[config.mk]
export PLATFORM = sky130hd
export DESIGN_NAME = isc_core
export DESIGN_NICKNAME = d
export VERILOG_FILES = /design/src/isc_core.v
export VERILOG_INCLUDE_DIRS = /design/src /design/src/common
export SDC_FILE = /design/constraint.sdc
export NUM_CORES = 1
export LEC_CHECK = 0
export BUFFER_PORTS_ARGS = -buffer_cell sky130_fd_sc_hd__buf_4
export CAP_MARGIN = 30
export CORE_MARGIN = 5
export CORE_UTILIZATION = 54
export DETAILED_ROUTE_END_ITERATION = 12
export GPL_TIMING_DRIVEN = 0
export PLACE_DENSITY = 0.93
export SLEW_MARGIN = 20
export SYNTH_ARGS = -nofsm -noshare
export SYNTH_HDL_FRONTEND = slang
export SYNTH_SLANG_ARGS = --single-unit
[constraint.sdc]
create_clock -name aclk -period 5.2 [get_ports aclk]
set_input_delay 0.52 -clock aclk [delete_from_list [all_inputs] [get_ports aclk]]
set_output_delay 0.52 -clock aclk [all_outputs]
set_load 0.01 [all_outputs]
[src/common/isc_map.vh]
`ifndef ISC_MAP_VH
`define ISC_MAP_VH

// special opcodes seen on the instruction bus (bit 15 = first bit on the bus)
`define ISC_OP_MASK_SET    16'h0505
`define ISC_OP_MASK_CLEAR  16'h0404
`define ISC_OP_RETURN      16'h0606
`define ISC_OP_PUSH        16'h0303
`define ISC_OP_FLUSH       16'h0202

// widths
`define ISC_IW             16
`define ISC_AW             13
`define ISC_NREQ           3
`define ISC_LVLW           2

// forced jump word layout
`define ISC_JMP_OP_MSB     15
`define ISC_JMP_OP_LSB     13
`define ISC_VECTOR_BASE    13'h0004
`define ISC_ADDR_ZERO      13'h0000
`define ISC_ADDR_LSB_ONE   13'h0001

// priority level meaning no routine in service
`define ISC_LVL_NONE       2'h3

// register byte offsets
`define ISC_REG_CTRL       4'h0
`define ISC_REG_STATUS     4'h4
`define ISC_REG_STACK_TOP  4'h8

// ctrl fields
`define ISC_CTRL_SW_DIS    0
`define ISC_CTRL_RESET     32'h0000_0000

// status fields
`define ISC_ST_PEND_LSB    0
`define ISC_ST_MASK        4
`define ISC_ST_DIS         5
`define ISC_ST_FULL        6
`define ISC_ST_DEPTH_LSB   8
`define ISC_ST_LVL_LSB     12
`define ISC_ST_STATE_LSB   16

// axi responses
`define ISC_RESP_OKAY      2'h0
`define ISC_RESP_DECERR    2'h3

`endif

[src/isc_core.v]
// What this block does
// - mask-set opcode sets the interrupt mask
// - mask-clear opcode clears the interrupt mask
// - return opcode pops stack, jumps there
// - push opcode stacks next address, LSB forced one
// - flush opcode clears pending requests only
// - opcodes decoded straight off the bus
// - inhibited requests stay latched for later
// - edges still latch while inhibited
// - mask set at address zero and servicing
// - interrupt-entry return clears mask, subroutine not
// - disable input suspends servicing, mask untouched
// - no servicing during execute-indirect
// - no servicing during push/return and next
// - address zero: no latch, service, decode
// - four-entry LIFO of 13-bit addresses
// - stack-full high until return or reset
// - full-stack push overwrites oldest entry
// - full flag may be wrong after overflow
// - per-entry interrupt/subroutine flag decides mask
// - address zero resets drivers, latches, stack
// - edge requests, line 0 highest priority
// - only strictly higher priority preempts
// - service: halt one cycle, jump vector, release
// - return: halt one cycle, jump popped, release
//
// Register access over AXI4-Lite and the register offsets were chosen for this implementation.
`timescale 1ns/1ps
`include "isc_map.vh"
module isc_core #(
   parameter [2:0] JMP_OPCODE  = 3'h7,
   parameter [2:0] XEC_OPCODE  = 3'h4,
   parameter       STK_DEPTH   = 4
) (
   input  wire        aclk,
   input  wire        aresetn,
   input  wire [15:0] instr_in,
   output reg  [15:0] instr_out,
   output reg         instr_oe_n,
   input  wire [12:0] addr_in,
   input  wire [2:0]  int_req,
   input  wire        service_disable_in,
   output reg         halt_n,
   output reg         rom_disable,
   output reg         stack_full_out,
   input  wire [31:0] s_axi_awaddr,
   input  wire        s_axi_awvalid,
   output wire        s_axi_awready,
   input  wire [31:0] s_axi_wdata,
   input  wire [3:0]  s_axi_wstrb,
   input  wire        s_axi_wvalid,
   output wire        s_axi_wready,
   output reg  [1:0]  s_axi_bresp,
   output reg         s_axi_bvalid,
   input  wire        s_axi_bready,
   input  wire [31:0] s_axi_araddr,
   input  wire        s_axi_arvalid,
   output wire        s_axi_arready,
   output reg  [31:0] s_axi_rdata,
   output reg  [1:0]  s_axi_rresp,
   output reg         s_axi_rvalid,
   input  wire        s_axi_rready
);

   // one-hot sequencer states
   localparam [3:0] ST_IDLE = 4'b0001;
   localparam [3:0] ST_HALT = 4'b0010;
   localparam [3:0] ST_JUMP = 4'b0100;
   localparam [3:0] ST_REL  = 4'b1000;

   // highest-priority set bit as a level, none if empty
   function [1:0] prio_level;
      input [2:0] req;
      begin
         if (req[0]) begin
            prio_level = 2'h0;
         end else if (req[1]) begin
            prio_level = 2'h1;
         end else if (req[2]) begin
            prio_level = 2'h2;
         end else begin
            prio_level = `ISC_LVL_NONE;
         end
      end
   endfunction

   // synchronisers, latches, sequencer and stack storage
   reg  [2:0]  req_s1_ff;
   reg  [2:0]  req_s2_ff;
   reg  [2:0]  req_prev_ff;
   reg         dis_s1_ff;
   reg         dis_s2_ff;
   reg  [2:0]  pend_ff;
   reg         mask_ff;
   reg         supp_ff;
   reg  [3:0]  state_ff;
   reg         is_ret_ff;
   reg  [1:0]  svc_lvl_ff;
   reg  [12:0] jmp_tgt_ff;
   reg         ret_intr_ff;
   reg  [2:0]  depth_ff;
   reg  [31:0] ctrl_ff;
   reg  [12:0] stk_addr_ff [0:STK_DEPTH-1];
   reg         stk_intr_ff [0:STK_DEPTH-1];
   reg  [1:0]  stk_lvl_ff  [0:STK_DEPTH-1];

   // next values, in-service levels and loop indices
   reg  [2:0]  nxt_pend;
   reg         nxt_mask;
   reg  [3:0]  nxt_state;
   reg  [2:0]  in_svc;
   integer     i;
   integer     j;

   // special opcodes decoded off address zero and only while idle, execute-indirect always
   wire        at_zero   = (addr_in == `ISC_ADDR_ZERO);
   wire        dec_ok    = ~at_zero & state_ff[0];
   wire        op_mset   = dec_ok & (instr_in == `ISC_OP_MASK_SET);
   wire        op_mclr   = dec_ok & (instr_in == `ISC_OP_MASK_CLEAR);
   wire        op_ret    = dec_ok & (instr_in == `ISC_OP_RETURN);
   wire        op_push   = dec_ok & (instr_in == `ISC_OP_PUSH);
   wire        op_flush  = dec_ok & (instr_in == `ISC_OP_FLUSH);
   wire        op_xec    = (instr_in[`ISC_JMP_OP_MSB:`ISC_JMP_OP_LSB] == XEC_OPCODE);

   // request edges, inhibit sources and priority levels
   wire [2:0]  new_edge  = req_s2_ff & ~req_prev_ff;
   wire        inhibit   = mask_ff | dis_s2_ff | ctrl_ff[`ISC_CTRL_SW_DIS];
   wire [1:0]  best_lvl  = prio_level(pend_ff);
   wire [1:0]  cur_lvl   = prio_level(in_svc);
   wire        stk_full  = (depth_ff == STK_DEPTH[2:0]);

   // grant: pending line beats the level in service and nothing blocks
   wire        grant = dec_ok & ~inhibit & ~op_xec & ~op_push & ~op_ret & ~supp_ff
                       & (best_lvl != `ISC_LVL_NONE) & (best_lvl < cur_lvl);

   // levels of interrupt routines currently on the stack
   always @* begin
      in_svc = 3'h0;
      for (i = 0; i < STK_DEPTH; i = i + 1) begin
         if ((i < depth_ff) && stk_intr_ff[i]) begin
            in_svc[stk_lvl_ff[i]] = 1'b1;
         end
      end
   end

   // request latches: edge sets win over flush and grant clears
   always @* begin
      nxt_pend = pend_ff;
      if (op_flush) begin
         nxt_pend = 3'h0;
      end
      if (grant) begin
         nxt_pend[best_lvl] = 1'b0;
      end
      nxt_pend = nxt_pend | new_edge;
      if (at_zero) begin
         nxt_pend = 3'h0;
      end
   end

   // mask: sets take precedence over clears
   always @* begin
      nxt_mask = mask_ff;
      if (op_mclr) begin
         nxt_mask = 1'b0;
      end
      if (state_ff[3] & is_ret_ff & ret_intr_ff) begin
         nxt_mask = 1'b0;
      end
      if (op_mset | grant | at_zero) begin
         nxt_mask = 1'b1;
      end
   end

   // sequencer: idle, halt cycle, forced jump, release
   always @* begin
      nxt_state = state_ff;
      case (state_ff)
         ST_IDLE: begin
            if (grant | op_ret) begin
               nxt_state = ST_HALT;
            end
         end
         ST_HALT: nxt_state = ST_JUMP;
         ST_JUMP: nxt_state = ST_REL;
         ST_REL:  nxt_state = ST_IDLE;
         default: nxt_state = ST_IDLE;
      endcase
      if (at_zero) begin
         nxt_state = ST_IDLE;
      end
   end

   // input synchronisers and edge history
   always @(posedge aclk) begin
      if (!aresetn) begin
         req_s1_ff   <= 3'h0;
         req_s2_ff   <= 3'h0;
         req_prev_ff <= 3'h0;
         dis_s1_ff   <= 1'b0;
         dis_s2_ff   <= 1'b0;
      end else begin
         req_s1_ff   <= int_req;
         req_s2_ff   <= req_s1_ff;
         req_prev_ff <= req_s2_ff;
         dis_s1_ff   <= service_disable_in;
         dis_s2_ff   <= dis_s1_ff;
      end
   end

   // control state, sequencer and pin outputs
   always @(posedge aclk) begin
      if (!aresetn) begin
         pend_ff     <= 3'h0;
         mask_ff     <= 1'b1;
         supp_ff     <= 1'b0;
         state_ff    <= ST_IDLE;
         is_ret_ff   <= 1'b0;
         svc_lvl_ff  <= `ISC_LVL_NONE;
         jmp_tgt_ff  <= `ISC_ADDR_ZERO;
         ret_intr_ff <= 1'b0;
         halt_n      <= 1'b1;
         rom_disable <= 1'b0;
         instr_oe_n  <= 1'b1;
         instr_out   <= 16'h0000;
      end else begin
         pend_ff  <= nxt_pend;
         mask_ff  <= nxt_mask;
         state_ff <= nxt_state;
         supp_ff  <= op_push | op_ret | state_ff[3];
         // target and return kind latched as a sequence starts
         if (state_ff[0] & grant) begin
            is_ret_ff  <= 1'b0;
            svc_lvl_ff <= best_lvl;
            jmp_tgt_ff <= `ISC_VECTOR_BASE + {11'h000, best_lvl};
         end else if (state_ff[0] & op_ret) begin
            is_ret_ff   <= 1'b1;
            jmp_tgt_ff  <= stk_addr_ff[0];
            ret_intr_ff <= stk_intr_ff[0];
         end
         // halt for one cycle, then drive the jump; memory disable spans halt and jump
         halt_n      <= ~(nxt_state[1]);
         rom_disable <= nxt_state[1] | nxt_state[2];
         instr_oe_n  <= ~nxt_state[2];
         if (nxt_state[2]) begin
            instr_out <= {JMP_OPCODE, jmp_tgt_ff};
         end
         // address zero overrides any takeover in progress
         if (at_zero) begin
            halt_n      <= 1'b1;
            rom_disable <= 1'b0;
            instr_oe_n  <= 1'b1;
            supp_ff     <= 1'b0;
         end
      end
   end

   // return stack, top at index 0, push shifts the oldest out
   always @(posedge aclk) begin
      if (!aresetn) begin
         depth_ff       <= 3'h0;
         stack_full_out <= 1'b0;
         for (j = 0; j < STK_DEPTH; j = j + 1) begin
            stk_addr_ff[j] <= `ISC_ADDR_ZERO;
            stk_intr_ff[j] <= 1'b0;
            stk_lvl_ff[j]  <= `ISC_LVL_NONE;
         end
      end else if (at_zero) begin
         depth_ff       <= 3'h0;
         stack_full_out <= 1'b0;
      end else if (op_push | (state_ff[1] & ~is_ret_ff)) begin
         for (j = STK_DEPTH - 1; j > 0; j = j - 1) begin
            stk_addr_ff[j] <= stk_addr_ff[j-1];
            stk_intr_ff[j] <= stk_intr_ff[j-1];
            stk_lvl_ff[j]  <= stk_lvl_ff[j-1];
         end
         if (op_push) begin
            stk_addr_ff[0] <= addr_in | `ISC_ADDR_LSB_ONE;
            stk_intr_ff[0] <= 1'b0;
            stk_lvl_ff[0]  <= `ISC_LVL_NONE;
         end else begin
            stk_addr_ff[0] <= addr_in;
            stk_intr_ff[0] <= 1'b1;
            stk_lvl_ff[0]  <= svc_lvl_ff;
         end
         if (!stk_full) begin
            depth_ff <= depth_ff + 3'h1;
         end
         stack_full_out <= stack_full_out | (depth_ff >= STK_DEPTH[2:0] - 3'h1);
      end else if (state_ff[2] & is_ret_ff) begin
         for (j = 0; j < STK_DEPTH - 1; j = j + 1) begin
            stk_addr_ff[j] <= stk_addr_ff[j+1];
            stk_intr_ff[j] <= stk_intr_ff[j+1];
            stk_lvl_ff[j]  <= stk_lvl_ff[j+1];
         end
         stk_intr_ff[STK_DEPTH-1] <= 1'b0;
         if (depth_ff != 3'h0) begin
            depth_ff <= depth_ff - 3'h1;
         end
         stack_full_out <= 1'b0;
      end
   end

   // axi4-lite write: address and data taken together
   wire       wr_go   = s_axi_awvalid & s_axi_wvalid & ~s_axi_bvalid;
   wire [3:0] wr_off  = s_axi_awaddr[3:0];
   wire       wr_hit  = (s_axi_awaddr[31:4] == 28'h0000000) & (wr_off == `ISC_REG_CTRL);

   // address and data only ever accepted together
   assign s_axi_awready = wr_go;
   assign s_axi_wready  = wr_go;

   always @(posedge aclk) begin
      if (!aresetn) begin
         ctrl_ff      <= `ISC_CTRL_RESET;
         s_axi_bvalid <= 1'b0;
         s_axi_bresp  <= `ISC_RESP_OKAY;
      end else begin
         if (wr_go) begin
            s_axi_bvalid <= 1'b1;
            s_axi_bresp  <= wr_hit ? `ISC_RESP_OKAY : `ISC_RESP_DECERR;
            if (wr_hit & s_axi_wstrb[0]) begin
               ctrl_ff[`ISC_CTRL_SW_DIS] <= s_axi_wdata[`ISC_CTRL_SW_DIS];
            end
         end else if (s_axi_bready) begin
            s_axi_bvalid <= 1'b0;
         end
      end
   end

   // axi4-lite read: control, status and stack top
   wire       rd_go  = s_axi_arvalid & ~s_axi_rvalid;
   wire [3:0] rd_off = s_axi_araddr[3:0];
   wire       rd_hi0 = (s_axi_araddr[31:4] == 28'h0000000);

   // a new address waits until the last answer is taken
   assign s_axi_arready = ~s_axi_rvalid;

   always @(posedge aclk) begin
      if (!aresetn) begin
         s_axi_rvalid <= 1'b0;
         s_axi_rdata  <= 32'h0000_0000;
         s_axi_rresp  <= `ISC_RESP_OKAY;
      end else begin
         if (rd_go) begin
            s_axi_rvalid <= 1'b1;
            s_axi_rresp  <= `ISC_RESP_OKAY;
            s_axi_rdata  <= 32'h0000_0000;
            if (rd_hi0 && rd_off == `ISC_REG_CTRL) begin
               s_axi_rdata <= ctrl_ff;
            end else if (rd_hi0 && rd_off == `ISC_REG_STATUS) begin
               s_axi_rdata[`ISC_ST_PEND_LSB+2:`ISC_ST_PEND_LSB]   <= pend_ff;
               s_axi_rdata[`ISC_ST_MASK]                          <= mask_ff;
               s_axi_rdata[`ISC_ST_DIS]                           <= dis_s2_ff;
               s_axi_rdata[`ISC_ST_FULL]                          <= stack_full_out;
               s_axi_rdata[`ISC_ST_DEPTH_LSB+2:`ISC_ST_DEPTH_LSB] <= depth_ff;
               s_axi_rdata[`ISC_ST_LVL_LSB+1:`ISC_ST_LVL_LSB]     <= cur_lvl;
               s_axi_rdata[`ISC_ST_STATE_LSB+3:`ISC_ST_STATE_LSB] <= state_ff;
            end else if (rd_hi0 && rd_off == `ISC_REG_STACK_TOP) begin
               s_axi_rdata[12:0] <= stk_addr_ff[0];
               s_axi_rdata[13]   <= stk_intr_ff[0];
            end else begin
               s_axi_rresp <= `ISC_RESP_DECERR;
            end
         end else if (s_axi_rready) begin
            s_axi_rvalid <= 1'b0;
         end
      end
   end

endmodule

==> metrics, run 1 <==
Clock transition at path regs=around 0.06 ns; die height=approximately 120 um; final WL=20.1 mm; row cnt=40; MaxCap Viol Count=0; synth warn=0; TritonCTS clock tree=done; clock tree buffer depth=2; CP arrival=4.11 ns; leak pwr=3.51 nW; WP data required=~5.5 ns; clk sink count=145; fin area=0.00852 mm2; share of layout cells above drive strength 1=0.286; startpoint types=flop; total gr overflow=0; Post-synth EDFFs=63; worst reg2reg setup slack=1.40 ns; Skew-Pair Late Insertion Delay=0.43 ns; clock period minus worst slack=about 3.8 ns; DR DRC count=0; Post-synth top flop=dfxtp_1; DRT iter0 DRCs=around 640; setup violators final=0; Hold Fails Final Rpt=0; first-pass iteration count of the detailed router=6; GRT Total Usage=0.275; Final Wtd Congestion=approximately 1.0; PwrDens=~300 mW/mm2; reg2reg path depth=13; CTS root buf=clkbuf_16; actual slew at the worst max-slew pin=around 0.79 ns; Via-to-Cell Ratio=6.06; FILL cells=approximately 840; Post-Syn Instances=630; largest net degree at the start of global routing=33; worst hold path class=in -> reg; number of global-route vias before repair=5769; Area Overhead vs Synth=29.9%; initial antenna violation count=0; IO Pins=201; HP Start=s_axi_rready; Final Core Density=0.712; final slew viol count=0; worst vdd ir=360 uV; # hold bufs at CTS=0; ANT cells=0; setup tns final=0 ns; global-route wire length before repair=~30 mm; FF-to-FF Start=depth_ff[0]; placed instance area=around 0.0079 mm2; fmax=around 0.26 GHz; via count=between 5000 and 6000; synthesized cell area=around 0.0066 mm2; ys async rst share=0; Synth cell types=69; clock skew=~0.010 ns; H-Tree Depth=4; cts bufs inserted=17; final hold slack=around 0.28 ns; Power Total=0.00261 W; synth top area cells=edfxtp_1 (29%), dfxtp_1 (25%), a22o_1 (5.5%), nand2_1 (3.0%), a21oi_1 (2.8%); RSZ-0062 raised after global routing=false; critical path fanouts, max=10; Antenna Nets Post-Route=0; CP Class=reg -> reg; share of Yosys cell area claimed by the top area cell type=0.289; core area=about 0.012 mm2; FF+latch count, synth=around 150; Crit. Startpoint=depth_ff[0]; Initial Utilization=0.548; hold endpoint=s_axi_rvalid; Synth area leader=edfxtp_1; slew margin rel.=0.475; I/O Buffers=between 150 and 200; dpl hpwl=around 14 mm; die area=about 0.014 mm2; die width=approximately 120 um; CTS resizes=0; sequential share of the synthesized area=0.539; hold depth=2; Mapped Avg Cell Area=between 10 and 15 um2; Reg-to-Reg End=halt_n; Crit. End Element=flop; nets=between 900 and 1000; DR WL/cell=~21 um; setup bufs post-CTS=0; status=completed; Tcrit/Tclk final=0.731
[power by group]
group          internal, W  switching, W  leakage (nW)  total [W]
sequential         0.00121     0.0000201          1.29    0.00123
combinational    0.0000878     0.0000869          1.94   0.000175
clock             0.000741      0.000467         0.291    0.00121
[worst max-delay path, stage by stage, from the launching register on]
cell	delay, ns
dfxtp_1	0.59
ha_1	0.24
ha_1	0.20
nand4bb_1	0.13
a21boi_0	0.14
a221oi_1	0.32
nand2_1	0.10
ha_1	0.17
or3_1	0.33
a2111o_1	0.44
nor4_2	0.33
clkbuf_2	0.31
nor3_2	0.12
or2_1	0.28
[Yosys cell counts, types with 7 or more instances]
cell	n
nor4_1	22
dfxtp_1	82
edfxtp_1	63
a221oi_1	7
buf_2	17
inv_1	14
nand2_1	52
nand3_1	21
a22o_1	41
nor3_1	14
nor2_1	46
o21ai_0	15
mux2i_1	17
and2_1	26
a21oi_1	37
clkbuf_1	16
or3_1	15
nand2b_1	9
buf_4	20
[how the worst max path moves through the flow]
stage	end	slack (ns)	cells past startpoint
6_report	halt_n	1.40	13
5_1_grt	halt_n	1.17	13
4_1_cts	halt_n	1.44	13
3_5_place_dp	halt_n	1.46	13
3_3_place_gp	halt_n	1.48	13
2_1_floorplan	halt_n	2.07	13
[metrics by stage]
stage	std cells	setup WS, ns
after floorplan	643	2.07
after global placement	941	1.48
after detailed placement	941	1.46
after CTS	973	1.44
after global routing	973	1.17
final	973	1.40
[placed cells by master (no fill, tap or decap), types with 5 or more instances in the layout]
cell type	count
dfxtp_1	82
nand3_1	21
nand2b_1	9
nor4_1	22
a21oi_1	37
conb_1	14
buf_2	17
a211oi_1	5
inv_1	14
nor3_1	14
nand2_1	51
o21ai_0	15
or3_1	15
nand4_1	6
a221oi_1	7
nor2b_1	6
mux2i_1	17
a22o_1	41
buf_4	171
and2_1	26
clkbuf_1	17
clkbuf_16	18
nor2_1	46
ha_1	6
edfxtp_1	63
[flip-flops by register name (all words and copies together), names as in the netlist, 2 cells and up]
signal       cells
depth_ff         3
instr_out       14
jmp_tgt_ff      13
pend_ff          3
req_prev_ff      3
req_s1_ff        3
req_s2_ff        3
s_axi_rdata     18
state_ff         4
stk_addr_ff     52
stk_intr_ff      4
stk_lvl_ff       8
svc_lvl_ff       2
[logic make-up (layout without fill, tap and decap cells)]
family | count (synthesis) | count (layout) | share of synthesized area
flip-flops | 145 | 145 | 0.539
AO/OA/AOI/OAI | 141 | 141 | 0.157
buffers and inverters | 70 | 253 | 0.0561
AND/OR/NAND/NOR | 247 | 247 | 0.205
other | 1 | 14 | 0.000572
adder cells (fa/ha/maj) | 6 | 6 | 0.0115
XOR/XNOR | 1 | 1 | 0.00134
multiplexers | 19 | 19 | 0.0294
[area by class of cell]
cell class	count	area (um2)	share of cell area
timing repair buffer	151	1130	0.133
sequential	145	3530	0.415
clock buffer	24	517	0.0607
clock inverter	8	75.1	0.00881
buffer	56	315	0.0370
inverter	14	52.6	0.00617
multi-input combinational	428	2710	0.318
tap	147	184	0.0216
[layer usage]
metal,share of wire,GRT usage
met2,0.49,0.464
met4,0.036,0.129
met3,0.098,0.0837
met5,0,0
met1,0.38,0.321
Power figures use the tool's default switching activity.
==> run 2, diff against run 1 <==
CORE_UTILIZATION = 52   (was 54)
PLACE_DENSITY = 0.91   (was 0.93)
clock period = 3.7 ns   (was 5.2 ns; I/O delays follow)
==> run 2 against run 1 <==
Clock skew up 0.00066 ns. First-iteration DRC count grew 4.9%. Sequential power is 41% higher. Register-to-register slack got worse by 1.3 ns. Flip-flop and latch count stayed put. Routed wire length increased by 2.4%. Utilization is 1.8 points lower. Combinational power rose by 41%. Non-clock buffer count is the same. Global-route usage is essentially flat. Critical path type unchanged. Worst setup slack lost 1.3 ns. Hold slack lost 0.14 ns. Highest routed layer unchanged.
==> metrics, run 2 (synthesis gave the netlist of run 1 again) <==
clock tree buffer depth=2; CP arrival=between 3 and 4 ns; Via-to-Cell Ratio=roughly 6; I/O Buffers=approximately 150; TritonCTS clock tree=done; GR met1 Demand/Resource=0.313; max reg flops=between 50 and 60; die height=around 120 um; Area Overhead vs Synth=31.9%; WP data required=4.01 ns; setup tns final=0 ns; H-Tree Depth=4; first-pass iteration count of the detailed router=6; via count=approximately 6000; worst vdd ir=roughly 400 uV; Largest regs=stk_addr_ff x52, s_axi_rdata x18, instr_out x14; leak pwr=roughly 3.6 nW; die area=approximately 0.015 mm2; DR WL/cell=20.6 um; FILL cells=approximately 890; HP Start=s_axi_rready; worst hold path class=in -> reg; setup violators final=0; most common cell after layout, fill and taps aside=buf_4; final hold slack=roughly 0.14 ns; nets=959; ANT cells=0; startpoint types=flop; commonest cells after routing, fill and taps aside=buf_4 (171), dfxtp_1 (81), edfxtp_1 (63); Clock transition at path regs=0.06 ns; fmax=roughly 0.28 GHz; worst reg2reg setup slack=about 0.14 ns; row cnt=41; dpl hpwl=between 10 and 15 mm; status=completed; clock skew=between 0.01 and 0.015 ns; MaxCap Viol Count=0; Power Total=0.00388 W; Initial Utilization=0.526; DR DRC count=0; IO Pins=~200; fin area=approximately 0.0086 mm2; met2 usage=0.475; number of global-route vias before repair=approximately 6000; clock period minus worst slack=~3.6 ns; setup bufs post-CTS=0; DRT iter0 DRCs=669; actual slew at the worst max-slew pin=~0.86 ns; Antenna Nets Post-Route=0; CP Class=reg -> reg; Final Wtd Congestion=0.990; core area=0.0125 mm2; cts bufs inserted=17; grt peak-use layer=met2; critical path fanouts, max=10; Skew-Pair Late Insertion Delay=0.43 ns; final slew viol count=0; PwrDens=449 mW/mm2; Crit. End Element=flop; total gr overflow=0; Crit. Startpoint=depth_ff[1]; FF-to-FF Start=depth_ff[1]; CTS root buf=clkbuf_16; die width=between 100 and 150 um; share of layout cells above drive strength 1=0.291; clk sink count=145; final WL=between 20 and 25 mm; initial antenna violation count=0; Biggest register=stk_addr_ff; global-route wire length before repair=~31 mm; GR Util met3=0.0747; Hold Fails Final Rpt=0; largest net degree at the start of global routing=33; placed instance area=about 0.008 mm2; Tcrit/Tclk final=0.962; slew margin rel.=0.423; GRT Total Usage=0.275
run 2: cell types whose count changed in the layout (fill, tap and decap cells not counted), moves of 2 or more:
| cell | change |
|---|---|
| clkinvlp_4 | -2 |
| bufinv_16 | +3 |
| clkbuf_8 | -3 |
| inv_6 | +2 |
run 2: layer usage:
| layer | share of wire | vias to the layer above | wire length [um] |
|---|---|---|---|
| met5 | 0 | - | 0 |
| met4 | 0.050 | 0 | 1030 |
| met3 | 0.11 | 95 | 2240 |
| met2 | 0.49 | 371 | 9990 |
| met1 | 0.36 | 2838 | 7310 |
| li1 | - | 2684 | - |
run 2: worst max-delay path: stages, from the launching register on:
cell and delay [ns]:
dfxtp_1 0.49, ha_1 0.22, ha_1 0.19, nor4b_1 0.07, o21ai_0 0.24, o211a_1 0.27
nand2_1 0.07, ha_1 0.18, or3_1 0.31, a2111o_1 0.44, nor4_4 0.29, clkbuf_4 0.29
nor3_2 0.10, or2_1 0.29
run 2: final timing paths:
check,cells after the start,end
hold reg to reg,1,req_s2_ff[2]
hold / removal,2,s_axi_rvalid
setup / recovery,13,halt_n
setup reg to reg,13,halt_n
run 2: cell type report:
class                           instances  area (um2)  share of cell area
Clock buffer                           20         489              0.0566
Clock inverter                         12         174              0.0201
Tap cell                              172         215              0.0249
Inverter                               14        52.6             0.00608
Multi-Input combinational cell        428        2730               0.316
Timing Repair Buffer                  151        1130               0.131
Sequential cell                       145        3530               0.409
Buffer                                 56         318              0.0368
run 2: timing repair:
action	4_1_cts	5_1_grt
resized for setup	1	6
hold buffers	0	0
endpoints found under the setup margin	1	19
pin swaps	0	0
run 2: through the flow:
step                      setup WS [ns]  std cells  utilization
final                             0.141        998        0.694
after CTS                        0.0355        998        0.692
after floorplan                   0.566        643            -
after detailed placement         0.0276        966        0.638
after global routing            -0.0340        998        0.694
after global placement           0.0460        966        0.638
run 2: report_power, final:
group / switching, W / internal [W] / total (W)
Clock: 0.000679 / 0.00123 / 0.00191
Sequential: 0.0000275 / 0.00170 / 0.00173
Combinational: 0.000124 / 0.000123 / 0.000247
Total: 0.000830 / 0.00305 / 0.00388
==> run 3, diff against run 2 <==
BUFFER_PORTS_ARGS = -buffer_cell sky130_fd_sc_hd__clkbuf_2   (was -buffer_cell sky130_fd_sc_hd__buf_4)
==> run 3 against run 2 <==
Utilization is 3.6 points lower. Clock power is 10% lower. Via count is 1.7% lower. Register-to-register slack better by 0.15 ns. Sequential power hardly changed. First-iteration DRC count is 6.4% higher. Clock-buffer cell count is 3 higher. Die area stayed put. Non-clock buffer count stayed put. Fmax is 4.4% higher. Flip-flop and latch count stayed put. Critical endpoint unchanged. Largest cell class unchanged. Largest power group is now sequential cells.
==> metrics, run 3 (synthesis gave the netlist of run 1 again) <==
status=completed; area of the multi-input gates=roughly 0.0027 mm2; commonest cells after routing, fill and taps aside=clkbuf_2 (152), dfxtp_1 (80), edfxtp_1 (63); Final Wtd Congestion=roughly 0.93; I/O Buffers=around 150; DR DRC count=0; dpl hpwl=between 10 and 15 mm; final slew viol count=0; CP Class=reg -> reg; Power Total=0.00365 W; total gr overflow=0; RSZ-0062 raised after global routing=false; share of layout cells above drive strength 1=0.286; DRT iter0 DRCs=slightly above 700; CP arrival=roughly 3.7 ns; ANT cells=0; final cell count without fillers=roughly 1000; startpoint types=flop; clock tree buffer depth=2; setup violators final=0; PwrDens=445 mW/mm2; # hold bufs at CTS=0; CTS root buf=clkbuf_16; largest net degree at the start of global routing=33; Crit. End Element=flop; Clock transition at path regs=about 0.060 ns; Skew-Pair Late Insertion Delay=around 0.43 ns; WP data required=around 4.0 ns; max reg flops=between 50 and 60; FILL cells=~930; Crit. Startpoint=depth_ff[2]; Via-to-Cell Ratio=just under 6; most common cell after layout, fill and taps aside=clkbuf_2; critical path fanouts, max=10; Area Overhead vs Synth=25.0%; slew margin rel.=0.437; Hold Fails Final Rpt=0; die height=roughly 120 um; sequential cell area=0.00354 mm2; fmax=slightly below 0.3 GHz; die area=approximately 0.015 mm2; Final Core Density=0.657; Reg-to-Reg End=halt_n; hold depth=2; number of global-route vias before repair=about 5600; first-pass iteration count of the detailed router=8; Antenna Nets Post-Route=0; Largest regs=stk_addr_ff x52, s_axi_rdata x18, instr_out x14; final WL=19.2 mm; leak pwr=between 3 and 4 nW; initial antenna violation count=0; worst reg2reg setup slack=roughly 0.29 ns; H-Tree Depth=4; clock skew=between 0.006 and 0.007 ns; Setup crit end=halt_n; clk sink count=between 100 and 150; MaxCap Viol Count=0; GRT Total Usage=0.257; Initial Utilization=0.526; setup bufs post-CTS=0; worst hold path class=in -> reg; Tcrit/Tclk final=0.922; clock period minus worst slack=about 3.4 ns; nets=959; Cells after DPL=966; TritonCTS clock tree=done; cts bufs inserted=17; final hold slack=0.141 ns; DR WL/cell=between 15 and 20 um; global-route wire length before repair=roughly 29 mm; FF-to-FF Start=depth_ff[2]; worst vdd ir=approximately 600 uV; core area=0.0125 mm2; actual slew at the worst max-slew pin=between 0.8 and 0.9 ns; reg2reg path depth=14; die width=about 120 um; IO Pins=about 200; via count=5886; Biggest register=stk_addr_ff; row cnt=just over 40; setup tns final=0 ns
run 3: changes by cell type in the layout (fill, tap and decap cells not counted), moves of 2 or more:
cell        previous run  this run
inv_6                  2         0
clkbuf_2               0       152
buf_4                171        20
clkbuf_1              16        19
bufinv_16              4         2
clkinvlp_4             0         3
run 3: layer usage:
metal  GRT usage  routed length [um]
met1       0.311                7030
met2       0.441                9380
met3      0.0724                2300
met4      0.0889                 497
met5           0                   0
run 3: area by class of cell:
| class | instances | share of cell area |
|---|---|---|
| clock inverter | 9 | 0.0128 |
| multi-input combinational | 428 | 0.332 |
| buffer | 56 | 0.0385 |
| timing repair buffer | 151 | 0.0922 |
| sequential | 145 | 0.432 |
| tap | 172 | 0.0263 |
| clock buffer | 23 | 0.0597 |
| inverter | 14 | 0.00641 |
run 3: worst min-delay path by stage:
stage / end / slack (ns) / startpoint
6_report: s_axi_rvalid / 0.14 / s_axi_rready
5_1_grt: dis_s1_ff / 0.15 / service_disable_in
4_1_cts: req_s1_ff[0] / 0.13 / int_req[0]
3_5_place_dp: req_s2_ff[1] / 0.44 / req_s1_ff[1]
3_3_place_gp: req_s2_ff[2] / 0.43 / req_s1_ff[2]
2_1_floorplan: dis_s2_ff / 0.41 / dis_s1_ff
run 3: critical path, stage by stage, from the launching register on:
cell	delay (ns)
dfxtp_1	0.29
buf_2	0.18
inv_1	0.11
ha_1	0.23
nand4bb_1	0.15
a21boi_0	0.15
a221oi_2	0.23
nand2_1	0.09
ha_1	0.18
or3_1	0.30
a2111o_1	0.43
nor4_4	0.24
clkbuf_2	0.29
nor3_2	0.11
or2_1	0.29
run 3: metrics by stage:
stage          instance area (um2)  setup slack (ns)
2_1_floorplan                 6610             0.566
3_3_place_gp                  7580            0.0137
3_5_place_dp                  7580         -0.000756
4_1_cts                       8170             0.121
5_1_grt                       8190            0.0293
6_report                      8190             0.290
run 3: what timing repair did:
action	CTS	global route
endpoints found under the setup margin	1	16
resized for setup	1	4
hold endpoints to repair	0	0
run 3: where the power goes:
| group | leakage [nW] | switching, W | total (W) | internal, W |
|---|---|---|---|---|
| registers | 1.29 | 0.0000265 | 0.00173 | 0.00170 |
| logic | 1.83 | 0.000120 | 0.000207 | 0.0000870 |
| clock network | 0.282 | 0.000648 | 0.00171 | 0.00106 |
| total | 3.40 | 0.000794 | 0.00365 | 0.00285 |
